<file path="config.mk">
export PLATFORM = sky130hd
export DESIGN_NAME = scrs_selector
export DESIGN_NICKNAME = d
export VERILOG_FILES = /design/src/design/scrs_pkg.sv /design/src/design/scrs_selector.sv
export VERILOG_INCLUDE_DIRS = /design/src /design/src/design
export SDC_FILE = /design/constraint.sdc
export NUM_CORES = 1
export LEC_CHECK = 0
export BUFFER_PORTS_ARGS = -buffer_cell sky130_fd_sc_hd__buf_2
export CELL_PAD_IN_SITES_DETAIL_PLACEMENT = 1
export CELL_PAD_IN_SITES_GLOBAL_PLACEMENT = 1
export CORE_MARGIN = 4
export CORE_UTILIZATION = 43
export DETAILED_ROUTE_END_ITERATION = 8
export PLACE_DENSITY_LB_ADDON = 0.3
export SETUP_SLACK_MARGIN = 0.02
export SYNTH_ARGS = -nofsm -noshare
export SYNTH_HDL_FRONTEND = slang
export SYNTH_SLANG_ARGS = --single-unit
</file>
<file path="constraint.sdc">
create_clock -name clk_i -period 4.23 [get_ports clk_i]
set_input_delay 0.423 -clock clk_i [delete_from_list [all_inputs] [get_ports clk_i]]
set_output_delay 0.423 -clock clk_i [all_outputs]
set_load 0.05 [all_outputs]
</file>
<file path="src/design/scrs_map.svh">
// constants for the system channel relay selector
`ifndef SCRS_MAP_SVH
`define SCRS_MAP_SVH
`define SCRS_NUM_SLOTS      2
`define SCRS_NUM_RELAYS     25
`define SCRS_MEAS_CHANS     7'd20
`define SCRS_HALF_CHANS     7'd10
`define SCRS_RLY_POLE       5'd23
`define SCRS_RLY_SENSE      5'd24
`define SCRS_RLY_INPUT      5'd25
`define SCRS_MSG_NS         500
`define SCRS_MSG_CYC        ((`SCRS_MSG_NS + 4) / 5)
`define SCRS_ID_NS          1000
`define SCRS_ID_CYC         ((`SCRS_ID_NS + 4) / 5)
`endif

</file>
<file path="src/design/scrs_pkg.sv">
// types for the system channel relay selector
package scrs_pkg;
   typedef enum logic [1:0] {
      SCRS_MT_EMPTY = 2'h0,
      SCRS_MT_MEAS  = 2'h1,
      SCRS_MT_NOMEAS = 2'h2
   } scrs_mtype_t;

   typedef enum logic [1:0] {
      SCRS_ST_IDENT = 2'h0,
      SCRS_ST_IDLE  = 2'h1,
      SCRS_ST_CLOSE = 2'h3,
      SCRS_ST_OPEN  = 2'h2
   } scrs_state_t;

   // slot digit 1 or 2, channel 1..20 (1..10 four-wire); slot 0 means none
   typedef struct packed {
      logic [1:0] slot;
      logic [6:0] chan;
   } scrs_code_t;

   typedef struct packed {
      logic       valid;
      logic       four_wire;
      scrs_code_t code;
   } scrs_req_t;
endpackage : scrs_pkg

</file>
<file path="src/design/scrs_selector.sv">
// system channel relay selector top module
`timescale 1ns/1ps
`default_nettype none
`include "scrs_map.svh"
module scrs_selector #(
   parameter int MSG_CYC = `SCRS_MSG_CYC,
   parameter int ID_CYC  = `SCRS_ID_CYC
) (
   input  wire logic                       clk_i,
   input  wire logic                       rst_b_i,
   input  wire scrs_pkg::scrs_mtype_t      slot1_real_i,
   input  wire scrs_pkg::scrs_mtype_t      slot2_real_i,
   input  wire logic                       four_wire_i,
   input  wire scrs_pkg::scrs_req_t        direct_req_i,
   input  wire logic                       direct_remote_i,
   input  wire logic                       next_i,
   input  wire logic                       prev_i,
   input  wire logic                       open_all_i,
   input  wire logic                       virtual_module_assign_cmd_i,
   input  wire logic                       assign_remote_i,
   input  wire logic [1:0]                 assign_slot_i,
   input  wire scrs_pkg::scrs_mtype_t      assign_type_i,
   output logic [`SCRS_NUM_RELAYS:1]       slot1_relays_o,
   output logic [`SCRS_NUM_RELAYS:1]       slot2_relays_o,
   output scrs_pkg::scrs_code_t            slot_channel_code_o,
   output logic                            chan_valid_o,
   output logic                            no_module_indication_o,
   output logic                            no_measure_module_indication_o,
   output logic                            invalid_channel_indication_o,
   output logic                            assign_reject_o,
   output logic                            ident_active_o
);

   typedef struct packed {
      scrs_pkg::scrs_state_t  st;
      scrs_pkg::scrs_mtype_t  virt1;
      scrs_pkg::scrs_mtype_t  virt2;
      scrs_pkg::scrs_code_t   sys;
      logic                   sys_fw;
      scrs_pkg::scrs_code_t   pend;
      logic                   pend_fw;
      logic [`SCRS_NUM_RELAYS:1] r1;
      logic [`SCRS_NUM_RELAYS:1] r2;
      logic                   nomod;
      logic                   nomeas;
      logic                   inval;
      logic                   arej;
      logic [15:0]            msg_cnt;
      logic [15:0]            id_cnt;
      logic                   cv;
      logic                   ident;
   } scrs_state_all_t;

   scrs_state_all_t s_q;
   scrs_state_all_t s_d;

   ////////////////////////////////////////////////////////////////////////////
   // helpers

   function automatic logic is_meas(input scrs_pkg::scrs_mtype_t t);
      is_meas = (t == scrs_pkg::SCRS_MT_MEAS);
   endfunction

   // a legal system channel under the given wiring mode
   function automatic logic chan_ok(input scrs_pkg::scrs_code_t c, input logic fw,
                                    input logic m1, input logic m2);
      logic slot_meas;
      logic [6:0] top;
      slot_meas = (c.slot == 2'd1) ? m1 : ((c.slot == 2'd2) ? m2 : 1'b0);
      top = fw ? `SCRS_HALF_CHANS : `SCRS_MEAS_CHANS;
      chan_ok = slot_meas && (c.chan >= 7'd1) && (c.chan <= top);
   endfunction

   // relay image of a slot for one selection
   function automatic logic [`SCRS_NUM_RELAYS:1] relay_image(input scrs_pkg::scrs_code_t c,
                                                             input logic fw,
                                                             input logic [1:0] slot);
      logic [`SCRS_NUM_RELAYS:1] img;
      img = '0;
      if (c.slot == slot) begin
         img[c.chan[4:0]] = 1'b1;
         img[`SCRS_RLY_INPUT] = 1'b1;
         if (fw) begin
            img[5'(c.chan + `SCRS_HALF_CHANS)] = 1'b1;
            img[`SCRS_RLY_SENSE] = 1'b1;
            img[`SCRS_RLY_POLE]  = 1'b1;
         end
      end
      relay_image = img;
   endfunction

   ////////////////////////////////////////////////////////////////////////////
   // next state

   scrs_pkg::scrs_mtype_t eff1;
   scrs_pkg::scrs_mtype_t eff2;
   logic                  m1;
   logic                  m2;
   logic [6:0]            top_c;
   scrs_pkg::scrs_code_t  step_c;
   logic                  want;

   always_comb begin
      s_d = s_q;
      // virtual module counts as if installed
      eff1 = (slot1_real_i != scrs_pkg::SCRS_MT_EMPTY) ? slot1_real_i : s_q.virt1;
      eff2 = (slot2_real_i != scrs_pkg::SCRS_MT_EMPTY) ? slot2_real_i : s_q.virt2;
      m1 = is_meas(eff1);
      m2 = is_meas(eff2);
      top_c = four_wire_i ? `SCRS_HALF_CHANS : `SCRS_MEAS_CHANS;
      step_c = '0;
      want = 1'b0;
      s_d.arej = 1'b0;
      if (s_q.msg_cnt != 16'h0000) begin
         s_d.msg_cnt = s_q.msg_cnt - 16'h0001;
      end else begin
         s_d.nomod  = 1'b0;
         s_d.nomeas = 1'b0;
         s_d.inval  = 1'b0;
      end
      if (virtual_module_assign_cmd_i) begin
         // remote path only, empty real slot only
         if (assign_remote_i && assign_slot_i == 2'd1 &&
             slot1_real_i == scrs_pkg::SCRS_MT_EMPTY) begin
            s_d.virt1 = assign_type_i;
         end else if (assign_remote_i && assign_slot_i == 2'd2 &&
                      slot2_real_i == scrs_pkg::SCRS_MT_EMPTY) begin
            s_d.virt2 = assign_type_i;
         end else begin
            s_d.arej = 1'b1;
         end
      end
      unique case (s_q.st)
         scrs_pkg::SCRS_ST_IDENT: begin
            // identity display window after reset
            if (s_q.id_cnt == 16'h0000) begin
               s_d.st = scrs_pkg::SCRS_ST_IDLE;
            end else begin
               s_d.id_cnt = s_q.id_cnt - 16'h0001;
            end
         end
         scrs_pkg::SCRS_ST_IDLE: begin
            if (open_all_i) begin
               s_d.sys = '0;
               s_d.r1  = '0;
               s_d.r2  = '0;
            end else if (next_i || prev_i) begin
               if (eff1 == scrs_pkg::SCRS_MT_EMPTY && eff2 == scrs_pkg::SCRS_MT_EMPTY) begin
                  s_d.nomod = 1'b1;
                  s_d.msg_cnt = 16'(MSG_CYC);
               end else if (!m1 && !m2) begin
                  s_d.nomeas = 1'b1;
                  s_d.msg_cnt = 16'(MSG_CYC);
               end else begin
                  // walk the ordered list; the none position sits past both ends
                  if (next_i) begin
                     if (s_q.sys.slot == 2'd0) begin
                        step_c = m1 ? scrs_pkg::scrs_code_t'{2'h1, 7'h01}
                                    : scrs_pkg::scrs_code_t'{2'h2, 7'h01};
                     end else if (s_q.sys.chan < top_c) begin
                        step_c = '{s_q.sys.slot, 7'(s_q.sys.chan + 7'd1)};
                     end else if (s_q.sys.slot == 2'd1 && m2) begin
                        step_c = '{2'd2, 7'd1};
                     end
                  end else begin
                     if (s_q.sys.slot == 2'd0) begin
                        step_c = m2 ? scrs_pkg::scrs_code_t'{2'h2, top_c}
                                    : scrs_pkg::scrs_code_t'{2'h1, top_c};
                     end else if (s_q.sys.chan > 7'd1) begin
                        step_c = '{s_q.sys.slot, 7'(s_q.sys.chan - 7'd1)};
                     end else if (s_q.sys.slot == 2'd2 && m1) begin
                        step_c = '{2'd1, top_c};
                     end
                  end
                  if (step_c.slot != 2'd0 && !chan_ok(step_c, four_wire_i, m1, m2)) begin
                     step_c = '0;
                  end
                  want = 1'b1;
               end
            end else if (direct_req_i.valid) begin
               if (chan_ok(direct_req_i.code, four_wire_i, m1, m2)) begin
                  step_c = direct_req_i.code;
                  want = 1'b1;
               end else if (direct_remote_i && direct_req_i.code.slot != 2'd0 &&
                            (direct_req_i.code.slot == 2'd1 ?
                             eff1 == scrs_pkg::SCRS_MT_NOMEAS :
                             eff2 == scrs_pkg::SCRS_MT_NOMEAS)) begin
                  s_d.inval = 1'b1;
                  s_d.msg_cnt = 16'(MSG_CYC);
               end else begin
                  // relays untouched on refusal
                  s_d.inval = 1'b1;
                  s_d.msg_cnt = 16'(MSG_CYC);
               end
            end
            if (want) begin
               // open everything first, close on the next cycle
               s_d.r1 = '0;
               s_d.r2 = '0;
               s_d.sys = '0;
               s_d.pend = step_c;
               s_d.pend_fw = four_wire_i;
               s_d.st = (step_c.slot == 2'd0) ? scrs_pkg::SCRS_ST_IDLE
                                              : scrs_pkg::SCRS_ST_CLOSE;
            end
         end
         scrs_pkg::SCRS_ST_CLOSE: begin
            s_d.r1 = relay_image(s_q.pend, s_q.pend_fw, 2'd1);
            s_d.r2 = relay_image(s_q.pend, s_q.pend_fw, 2'd2);
            s_d.sys = s_q.pend;
            s_d.sys_fw = s_q.pend_fw;
            s_d.st = scrs_pkg::SCRS_ST_OPEN;
         end
         scrs_pkg::SCRS_ST_OPEN: begin
            s_d.st = scrs_pkg::SCRS_ST_IDLE;
         end
      endcase
      // flopped copies of derived outputs
      s_d.cv    = (s_d.sys.slot != 2'h0);
      s_d.ident = (s_d.st == scrs_pkg::SCRS_ST_IDENT);
   end

   ////////////////////////////////////////////////////////////////////////////
   // registers

   always_ff @(posedge clk_i) begin
      if (!rst_b_i) begin
         s_q <= '0; // virtual modules lost
         s_q.st <= scrs_pkg::SCRS_ST_IDENT;
         s_q.virt1 <= scrs_pkg::SCRS_MT_EMPTY;
         s_q.virt2 <= scrs_pkg::SCRS_MT_EMPTY;
         s_q.id_cnt <= 16'(ID_CYC);
         s_q.ident <= 1'b1;
      end else begin
         s_q <= s_d;
      end
   end

   assign slot1_relays_o                 = s_q.r1;
   assign slot2_relays_o                 = s_q.r2;
   assign slot_channel_code_o            = s_q.sys;
   assign chan_valid_o                   = s_q.cv;
   assign no_module_indication_o         = s_q.nomod;
   assign no_measure_module_indication_o = s_q.nomeas;
   assign invalid_channel_indication_o   = s_q.inval;
   assign assign_reject_o                = s_q.arej;
   assign ident_active_o                 = s_q.ident;

   ////////////////////////////////////////////////////////////////////////////
   // checks

   a_input_iso: assert property (@(posedge clk_i) disable iff (!rst_b_i)
      (s_q.sys.slot == 2'd1) |-> s_q.r1[`SCRS_RLY_INPUT])
      else $error("input isolation relay open with channel selected");
   a_fw_sense: assert property (@(posedge clk_i) disable iff (!rst_b_i)
      (s_q.sys.slot == 2'd1 && s_q.sys_fw) |->
      (s_q.r1[`SCRS_RLY_SENSE] && s_q.r1[`SCRS_RLY_POLE] && s_q.r1[s_q.sys.chan[4:0] + 5'd10]))
      else $error("four-wire relays missing");
   a_fw_range: assert property (@(posedge clk_i) disable iff (!rst_b_i)
      (s_q.sys.slot != 2'd0 && s_q.sys_fw) |-> (s_q.sys.chan <= 7'd10))
      else $error("four-wire system channel out of range");
   a_open_first: assert property (@(posedge clk_i) disable iff (!rst_b_i)
      (s_q.st == scrs_pkg::SCRS_ST_CLOSE) |-> (s_q.r1 == '0 && s_q.r2 == '0))
      else $error("close issued before open");
   a_one_slot: assert property (@(posedge clk_i) disable iff (!rst_b_i)
      !(|s_q.r1[20:1] && |s_q.r2[20:1]))
      else $error("channels closed in both slots");
   a_none_open: assert property (@(posedge clk_i) disable iff (!rst_b_i)
      (s_q.sys.slot == 2'd0 && s_q.st == scrs_pkg::SCRS_ST_IDLE) |->
      (s_q.r1 == '0 && s_q.r2 == '0))
      else $error("relays closed without system channel");
   a_nomod_ind: assert property (@(posedge clk_i) disable iff (!rst_b_i)
      (s_q.st == scrs_pkg::SCRS_ST_IDLE && !open_all_i && next_i &&
       eff1 == scrs_pkg::SCRS_MT_EMPTY && eff2 == scrs_pkg::SCRS_MT_EMPTY)
      |=> (s_q.nomod && s_q.sys == $past(s_q.sys)))
      else $error("no-module indication missing");
   a_nomeas_ind: assert property (@(posedge clk_i) disable iff (!rst_b_i)
      (s_q.st == scrs_pkg::SCRS_ST_IDLE && !open_all_i && (next_i || prev_i) &&
       !m1 && !m2 && (eff1 != scrs_pkg::SCRS_MT_EMPTY || eff2 != scrs_pkg::SCRS_MT_EMPTY))
      |=> s_q.nomeas)
      else $error("no-measurement indication missing");
   a_local_assign: assert property (@(posedge clk_i) disable iff (!rst_b_i)
      (virtual_module_assign_cmd_i && !assign_remote_i) |=> (s_q.arej && $stable(s_q.virt1)))
      else $error("front panel created virtual module");
   // selection path
   a_input_iso_s2: assert property (@(posedge clk_i) disable iff (!rst_b_i)
      (s_q.sys.slot == 2'h2) |-> s_q.r2[`SCRS_RLY_INPUT])
      else $error("slot two input isolation relay open with channel selected");
   a_fw_sense_s2: assert property (@(posedge clk_i) disable iff (!rst_b_i)
      (s_q.sys.slot == 2'h2 && s_q.sys_fw) |->
      (s_q.r2[`SCRS_RLY_SENSE] && s_q.r2[`SCRS_RLY_POLE] && s_q.r2[s_q.sys.chan[4:0] + 5'h0A]))
      else $error("slot two four-wire relays missing");
   a_code_range: assert property (@(posedge clk_i) disable iff (!rst_b_i)
      (s_q.sys.slot != 2'h0) |->
      (s_q.sys.slot <= 2'h2 && s_q.sys.chan >= 7'h01 && s_q.sys.chan <= `SCRS_MEAS_CHANS))
      else $error("system channel code out of range");
   a_valid_flag: assert property (@(posedge clk_i) disable iff (!rst_b_i)
      chan_valid_o == (s_q.sys.slot != 2'h0))
      else $error("channel valid flag disagrees with system channel");
   a_open_step: assert property (@(posedge clk_i) disable iff (!rst_b_i)
      (s_q.st == scrs_pkg::SCRS_ST_IDLE && want) |=>
      (s_q.r1 == '0 && s_q.r2 == '0 && s_q.sys == '0))
      else $error("previous channel not opened first");
   a_close_step: assert property (@(posedge clk_i) disable iff (!rst_b_i)
      (s_q.st == scrs_pkg::SCRS_ST_CLOSE) |=>
      (s_q.sys == $past(s_q.pend) && s_q.st == scrs_pkg::SCRS_ST_OPEN))
      else $error("new channel not taken as system channel");
   a_step_next: assert property (@(posedge clk_i) disable iff (!rst_b_i)
      (s_q.st == scrs_pkg::SCRS_ST_IDLE && !open_all_i && next_i && m1 &&
       s_q.sys.slot == 2'h1 && s_q.sys.chan >= 7'h01 && s_q.sys.chan < top_c) |->
      ##2 (s_q.sys.slot == 2'h1 && s_q.sys.chan == 7'($past(s_q.sys.chan, 2) + 7'h01)))
      else $error("next key did not reach following channel");
   a_step_end: assert property (@(posedge clk_i) disable iff (!rst_b_i)
      (s_q.st == scrs_pkg::SCRS_ST_IDLE && !open_all_i && next_i && m1 &&
       s_q.sys.slot == 2'h2 && s_q.sys.chan >= top_c) |=>
      (s_q.sys == '0 && s_q.r1 == '0 && s_q.r2 == '0))
      else $error("stepping past last channel left relays closed");
   // refusals, virtual modules and identity
   a_refuse_keep: assert property (@(posedge clk_i) disable iff (!rst_b_i)
      (s_q.st == scrs_pkg::SCRS_ST_IDLE && !open_all_i && !next_i && !prev_i &&
       direct_req_i.valid && !chan_ok(direct_req_i.code, four_wire_i, m1, m2)) |=>
      ($stable(s_q.r1) && $stable(s_q.r2) && $stable(s_q.sys) && s_q.inval))
      else $error("refused selection changed relays");
   a_nomod_prev: assert property (@(posedge clk_i) disable iff (!rst_b_i)
      (s_q.st == scrs_pkg::SCRS_ST_IDLE && !open_all_i && prev_i &&
       eff1 == scrs_pkg::SCRS_MT_EMPTY && eff2 == scrs_pkg::SCRS_MT_EMPTY)
      |=> (s_q.nomod && $stable(s_q.r1) && $stable(s_q.r2)))
      else $error("no-module indication missing on previous key");
   a_virt_taken: assert property (@(posedge clk_i) disable iff (!rst_b_i)
      (virtual_module_assign_cmd_i && assign_slot_i == 2'h1 &&
       slot1_real_i != scrs_pkg::SCRS_MT_EMPTY) |=> (s_q.arej && $stable(s_q.virt1)))
      else $error("virtual module placed over installed module");
   a_ident_quiet: assert property (@(posedge clk_i) disable iff (!rst_b_i)
      (s_q.st == scrs_pkg::SCRS_ST_IDENT) |->
      (ident_active_o && s_q.r1 == '0 && s_q.r2 == '0 && s_q.sys == '0))
      else $error("selection made during identity window");
   c_select: cover property (@(posedge clk_i) disable iff (!rst_b_i)
      s_q.st == scrs_pkg::SCRS_ST_CLOSE ##1 chan_valid_o);
   c_fw: cover property (@(posedge clk_i) disable iff (!rst_b_i) chan_valid_o && s_q.sys_fw);
   c_inval: cover property (@(posedge clk_i) disable iff (!rst_b_i) s_q.inval);
   c_virt: cover property (@(posedge clk_i) disable iff (!rst_b_i) s_q.virt2 != 2'h0);
   c_nomod: cover property (@(posedge clk_i) disable iff (!rst_b_i) s_q.nomod);

endmodule : scrs_selector
`default_nettype wire

</file>
==> results of run 1 <==
cell usage after synthesis, types with 11 or more instances:
cell type  count  area [µm²]
nand3_1       57         285
inv_1         24        90.1
ha_1          23         288
dfxtp_1      113        2260
a22oi_1       11        82.6
o21ai_0       16        80.1
nor2_1        78         293
a22o_1        16         140
buf_4         59         443
a21oi_1       41         205
nor3_1        23         115
xnor2_1       23         201
or3_1         16         100
clkbuf_1      27         101
o31ai_1       17         128
nand2_1       74         278
nor2b_1       11        68.8
xor2_1        12         105
what timing repair did:
item                                    4_1_cts  5_1_grt
endpoints found under the setup margin        0        4
buffers inserted                              0        0
resized for setup                             0        6
power breakdown:
| group | total [µW] | internal, µW | switching [µW] | leakage [µW] |
|---|---|---|---|---|
| Sequential | 1260 | 1160 | 94.4 | 0.000915 |
| Combinational | 754 | 285 | 468 | 0.00175 |
| Clock | 1320 | 802 | 520 | 0.000258 |
| Total | 3330 | 2250 | 1080 | 0.00292 |
worst max-delay path: stages, from the launching register on:
cell	delay, ns
dfxtp_2	0.45
inv_1	0.11
ha_1	0.21
o21bai_1	0.21
and3_1	0.27
a21oi_1	0.31
o21a_1	0.17
o21a_1	0.13
ha_1	0.25
nor2b_1	0.14
o21a_1	0.16
o21ai_0	0.16
a22oi_1	0.11
nor4_1	0.42
a31oi_2	0.25
a2111oi_1	0.38
per-stage QoR:
stage / hold WS (ns) / total power (µW) / instances / area, µm²
floorplan: 0.432 / 1840 / 798 / 6460
global placement: 0.440 / 1970 / 984 / 6620
detailed placement: 0.447 / 2030 / 984 / 6620
CTS: 0.262 / 3370 / 1015 / 7160
global route: 0.283 / 3530 / 1015 / 7180
finish: 0.282 / 3330 / 1015 / 7180
flip-flops by register name, indices dropped and copies added (netlist names):
name,cells
slot_channel_code_o,9
assign_reject_o,1
no_module_indication_o,1
invalid_channel_indication_o,1
no_measure_module_indication_o,1
chan_valid_o,1
ident_active_o,1
slot1_relays_o,25
slot2_relays_o,25
s_q,48
worst max path at each step:
| stage | start | to | slack (ns) | cells past startpoint |
|---|---|---|---|---|
| 6_report | slot_channel_code_o[1] | s_q[93] | 0.39 | 15 |
| 5_1_grt | slot_channel_code_o[1] | s_q[93] | -0.02 | 15 |
| 4_1_cts | slot_channel_code_o[1] | s_q[93] | 0.25 | 15 |
| 3_5_place_dp | four_wire_i | s_q[93] | -0.08 | 13 |
| 3_3_place_gp | four_wire_i | s_q[93] | 0.26 | 13 |
| 2_1_floorplan | four_wire_i | s_q[93] | 0.60 | 14 |
cell families (layout without fill, tap and decap cells):
group | Yosys count | in the layout
xor gates and xnor gates | 35 | 35
muxes | 5 | 5
and+or+nand+nor | 329 | 329
adders and majority gates | 23 | 23
DFF | 113 | 113
buffers and inverters | 124 | 157
AOI/OAI and AO/OA | 169 | 169
layout make-up:
cell class              count  area share, %
clock buffers              18           5.98
well taps                 184           3.21
flip-flops and latches    113           31.5
multi-input cells         561           48.9
inverters                  25           1.31
repair buffers            101           7.43
clock inverters            13           1.60
layer usage:
layer	routed length, µm	GRT usage [%]
met1	7950	26.1
met2	9190	38.9
met3	931	5.45
met4	282	8.17
met5	0	0
==> flow_summary.json, run 1 <==
{
  "clock_latency_ns": 0.42,
  "r2r.worst_path.cells": 15,
  "ys_warn_count": 0,
  "ant_nets": 0,
  "firstDrtPassIters": 4,
  "power_density_nw_per_um2": 464,
  "muxShareOfSynthArea_pct": 0.794,
  "crit_path_start_kind": "flip-flop",
  "wl_um": 18300,
  "multiInputGateArea_um2": 3510,
  "die_y_um": 131,
  "regToRegStartpoint": "slot_channel_code_o[1]",
  "dieArea_um2": 17100,
  "max_cap_violations": 0,
  "synth_edf_count": 0,
  "cts_hold_buffers": 0,
  "clock-sinks": 113,
  "crit_fanout": 11,
  "core_area_um2": 14600,
  "final_cell_mix": "112 x dfxtp_1, 90 x buf_2, 78 x nor2_1",
  "required_ns": 4.52,
  "ys_seq_area_share_pct": 35.0,
  "drtIter0Drc": 270,
  "grt_pass1_wl_um": 30400,
  "cts_buffers": 17,
  "min_path_type": "in -> reg",
  "drv_slew": 0,
  "via_count": 5838,
  "synth-seq-cells": 113,
  "h-tree-depth": 4,
  "worst-slew-pin-transition_ns": 0.993,
  "fmax_mhz": 260,
  "cts_root_buffer": "clkbuf_16",
  "hpwlAfterDp_um": 13400,
  "critPathKind": "reg -> reg",
  "initial_core_util_pct": 44.1,
  "dp_slack_ns": -0.0782,
  "antenna_found_initial": 0,
  "final_common_cell": "dfxtp_1",
  "r2r_end": "s_q[93]",
  "drc": 0,
  "wire_per_inst_um": 18.1,
  "gp_congestion": 0.879,
  "finalHoldViolCount": 0,
  "tns_ns": 0,
  "worstPathArrival_ns": 4.13,
  "postSynthCellCount": 798,
  "leakage_uw": 0.00292,
  "final_util_pct": 49.0,
  "viasPerCell": 5.75,
  "die_w_um": 131,
  "area_delta_synth_final_pct": 11.1,
  "async_flop_share_pct": 0,
  "nNetsFinal": 870,
  "layout_setup_ws_ns": 0.390,
  "synthSimpleGateAreaFrac_pct": 25.2,
  "synth_compound_area_share_pct": 18.9,
  "cts_tree": "built",
  "syn_avg_cell_area_um2": 8.10,
  "endpoint_kind": "flip-flop",
  "synth_top_family_by_area": "simple AND/OR/NAND/NOR gates",
  "grt_max_degree": 50,
  "fin_crit_sh_pct": 90.8,
  "ys.flop_type": "dfxtp_1",
  "synthXorXnorAreaFrac_pct": 4.74,
  "hold_depth": 3,
  "grt_usage_pct": 22.1,
  "ir_drop_mv": 0.318,
  "setup_violations": 0,
  "regToRegSetupSlack_ns": 0.39,
  "diodes": 0,
  "min_to": "s_q[110]",
  "synthesis.area_um2": 6460,
  "clock_path_buffers": 2,
  "final-seq-area_um2": 2260,
  "grt_pass1_vias": 6214,
  "status": "finished clean",
  "fillers": 1811,
  "maxSlewHeadroom_pct": 33.6,
  "ys_types": 64,
  "numPortBuffers": 90,
  "clk_pin_slew_ns": 0.06,
  "skew_ns": 0.00661,
  "post-route-min-period_ns": 3.84,
  "gr-total-overflow": 0,
  "ios": 93,
  "syn-num-nets": 849,
  "synthAdderAreaFrac_pct": 4.45,
  "hp-start": "assign_type_i[0]",
  "layout-drive-gt1-share_pct": 18.2,
  "core.rowCount": 44
}
Power figures use the tool's default switching activity.
==> run 2: changes to the inputs <==
--- a/config.mk
+++ b/config.mk
@@ -7,10 +7,8 @@
 export NUM_CORES = 1
 export LEC_CHECK = 0
 export BUFFER_PORTS_ARGS = -buffer_cell sky130_fd_sc_hd__buf_2
-export CELL_PAD_IN_SITES_DETAIL_PLACEMENT = 1
-export CELL_PAD_IN_SITES_GLOBAL_PLACEMENT = 1
 export CORE_MARGIN = 4
-export CORE_UTILIZATION = 43
+export CORE_UTILIZATION = 35
 export DETAILED_ROUTE_END_ITERATION = 8
 export PLACE_DENSITY_LB_ADDON = 0.3
 export SETUP_SLACK_MARGIN = 0.02
==> flow_summary.json, run 2 (synthesis results as in run 1) <==
{
  "worst-slew-pin-transition_ns": 1.06,
  "endpoint_kind": "flip-flop",
  "final_common_cell": "dfxtp_1",
  "grt_usage_pct": 16.2,
  "clk_pin_slew_ns": 0.05,
  "post-route-min-period_ns": 3.77,
  "power_density_nw_per_um2": 485,
  "hpwlAfterDp_um": 11900,
  "clock_path_buffers": 2,
  "use_met3_pct": 4.66,
  "fmax_mhz": 265,
  "final-seq-area_um2": 2260,
  "gp_congestion": 0.915,
  "placed_area_um2": 6670,
  "layout-drive-gt1-share_pct": 18.1,
  "firstDrtPassIters": 5,
  "grt_max_degree": 43,
  "core_area_um2": 18100,
  "multiInputGateArea_um2": 3500,
  "grt_busiest_layer": "met2",
  "worstPathArrival_ns": 4.07,
  "cts_root_buffer": "clkbuf_16",
  "crit_chain": "ha_1 -> a2111oi_0 -> o21a_1 -> nand2_1 -> o21ai_0 -> o21a_1 -> ha_1 -> nor2b_1 -> o21a_1 -> o21ai_0 -> a22oi_1 -> nor4_1 -> a31oi_1 -> a2111oi_0",
  "skew_ns": 0.00682,
  "clock-sinks": 113,
  "largest_reg_flops": 48,
  "dieArea_um2": 20700,
  "cts_tree": "built",
  "via_count": 5606,
  "viasPerCell": 5.29,
  "drv_slew": 0,
  "tns_ns": 0,
  "cp-endpoint": "s_q[93]",
  "max_cap_violations": 0,
  "regToRegSetupSlack_ns": 0.46,
  "ant_nets": 0,
  "rsz0062_at_grt": "no",
  "slowest_stage": "a2111oi_0",
  "final_cell_mix": "112 x dfxtp_1, 90 x buf_2, 78 x nor2_1",
  "ios": 93,
  "grt_pass1_vias": 5400,
  "required_ns": 4.53,
  "regToRegStartpoint": "slot_channel_code_o[3]",
  "die_y_um": 144,
  "setup_violations": 0,
  "wl_um": 16400,
  "cts_buffers": 17,
  "antenna_found_initial": 0,
  "h-tree-depth": 4,
  "leakage_uw": 0.00297,
  "drtIter0Drc": 417,
  "drc": 0,
  "diodes": 0,
  "grt_util_met2_pct": 25.5,
  "fillers": 1849,
  "numPortBuffers": 90,
  "die_w_um": 144,
  "ir_drop_mv": 0.352,
  "gr-total-overflow": 0,
  "stdcell_area_um2": 7320,
  "cp_num_cells": 14,
  "wire_per_inst_um": 15.4,
  "core.rowCount": 49,
  "path_buf_inv": 0,
  "fin_crit_sh_pct": 89.2,
  "crit_path_frequent_cell": "o21a_1",
  "startpoint": "slot_channel_code_o[3]",
  "nNetsFinal": 869,
  "regMostFlops": "s_q",
  "area_delta_synth_final_pct": 13.2,
  "grt_pass1_wl_um": 27300,
  "r2r.worst_path.cells": 14,
  "critPathKind": "reg -> reg",
  "crit_path_start_kind": "flip-flop",
  "maxSlewHeadroom_pct": 29.1,
  "met1_usage_pct": 22.0,
  "initial_core_util_pct": 35.7,
  "finalHoldViolCount": 0,
  "critPathTopFamily": "compound AO/OA/AOI/OAI gates",
  "r2r_end": "s_q[93]",
  "min_path_type": "in -> reg",
  "clock_latency_ns": 0.42,
  "status": "finished clean",
  "worst_path_largest_cell_delay_ns": 0.52,
  "crit_fanout": 10
}
## run 2: cell count changes in the layout (fill, tap and decap cells not counted), sizes merged
cell,delta
bufinv,+4
clkinv,-3
clkinvlp,-2
buf,-1
clkbuf,+1
inv,+1
## run 2: final cells by class
cell class                      instances  area share, %
Sequential cell                       113           30.9
Multi-Input combinational cell        561           47.8
Clock inverter                         13           2.82
Clock buffer                           19           6.05
Timing Repair Buffer                  100           7.18
Tap cell                              229           3.92
Inverter                               25           1.28
## run 2: metal layers
layer  share of wire [%]  vias up  wire length (µm)
li1                    -     2833                 -
met1                  48     2625              7900
met2                  45      134              7360
met3                 6.0       14               980
met4                0.67        0               109
met5                   0        -                 0
## run 2: power breakdown
| group | leakage [µW] | internal (µW) | switching (µW) |
|---|---|---|---|
| registers | 0.000915 | 1160 | 87.4 |
| clock network | 0.000314 | 1060 | 513 |
| logic | 0.00174 | 286 | 439 |
| total | 0.00297 | 2510 | 1040 |
## run 2: what timing repair did
action / CTS / global route
hold buffers: 0 / 0
gates resized for setup: 0 / 2
setup buffers: 0 / 0
setup endpoints to repair: 0 / 3
## run 2: worst min-delay path by stage
stage | from | to | depth (start not counted)
after floorplan | slot1_relays_o[1] | slot1_relays_o[1] | 2
after global placement | slot1_relays_o[1] | slot1_relays_o[1] | 2
after detailed placement | slot1_relays_o[1] | slot1_relays_o[1] | 2
after CTS | assign_type_i[0] | s_q[110] | 3
after global routing | assign_type_i[1] | s_q[111] | 3
final | assign_type_i[1] | s_q[109] | 3
## run 2: per-stage QoR
step	hold WS (ns)	total power, µW	util (%)	setup WS [ns]	cells
after global routing	0.281	3760	40.5	0.0306	1060
after global placement	0.440	1990	36.9	0.215	1028
after detailed placement	0.443	2000	36.9	0.126	1028
final	0.274	3550	40.5	0.457	1060
after floorplan	0.432	1840	-	0.603	798
after CTS	0.259	3590	40.4	0.430	1060
## run 2: worst min-delay path, stage by stage
cell     delay, ns
buf_2         0.11
nand3_1       0.06
a21oi_1       0.05
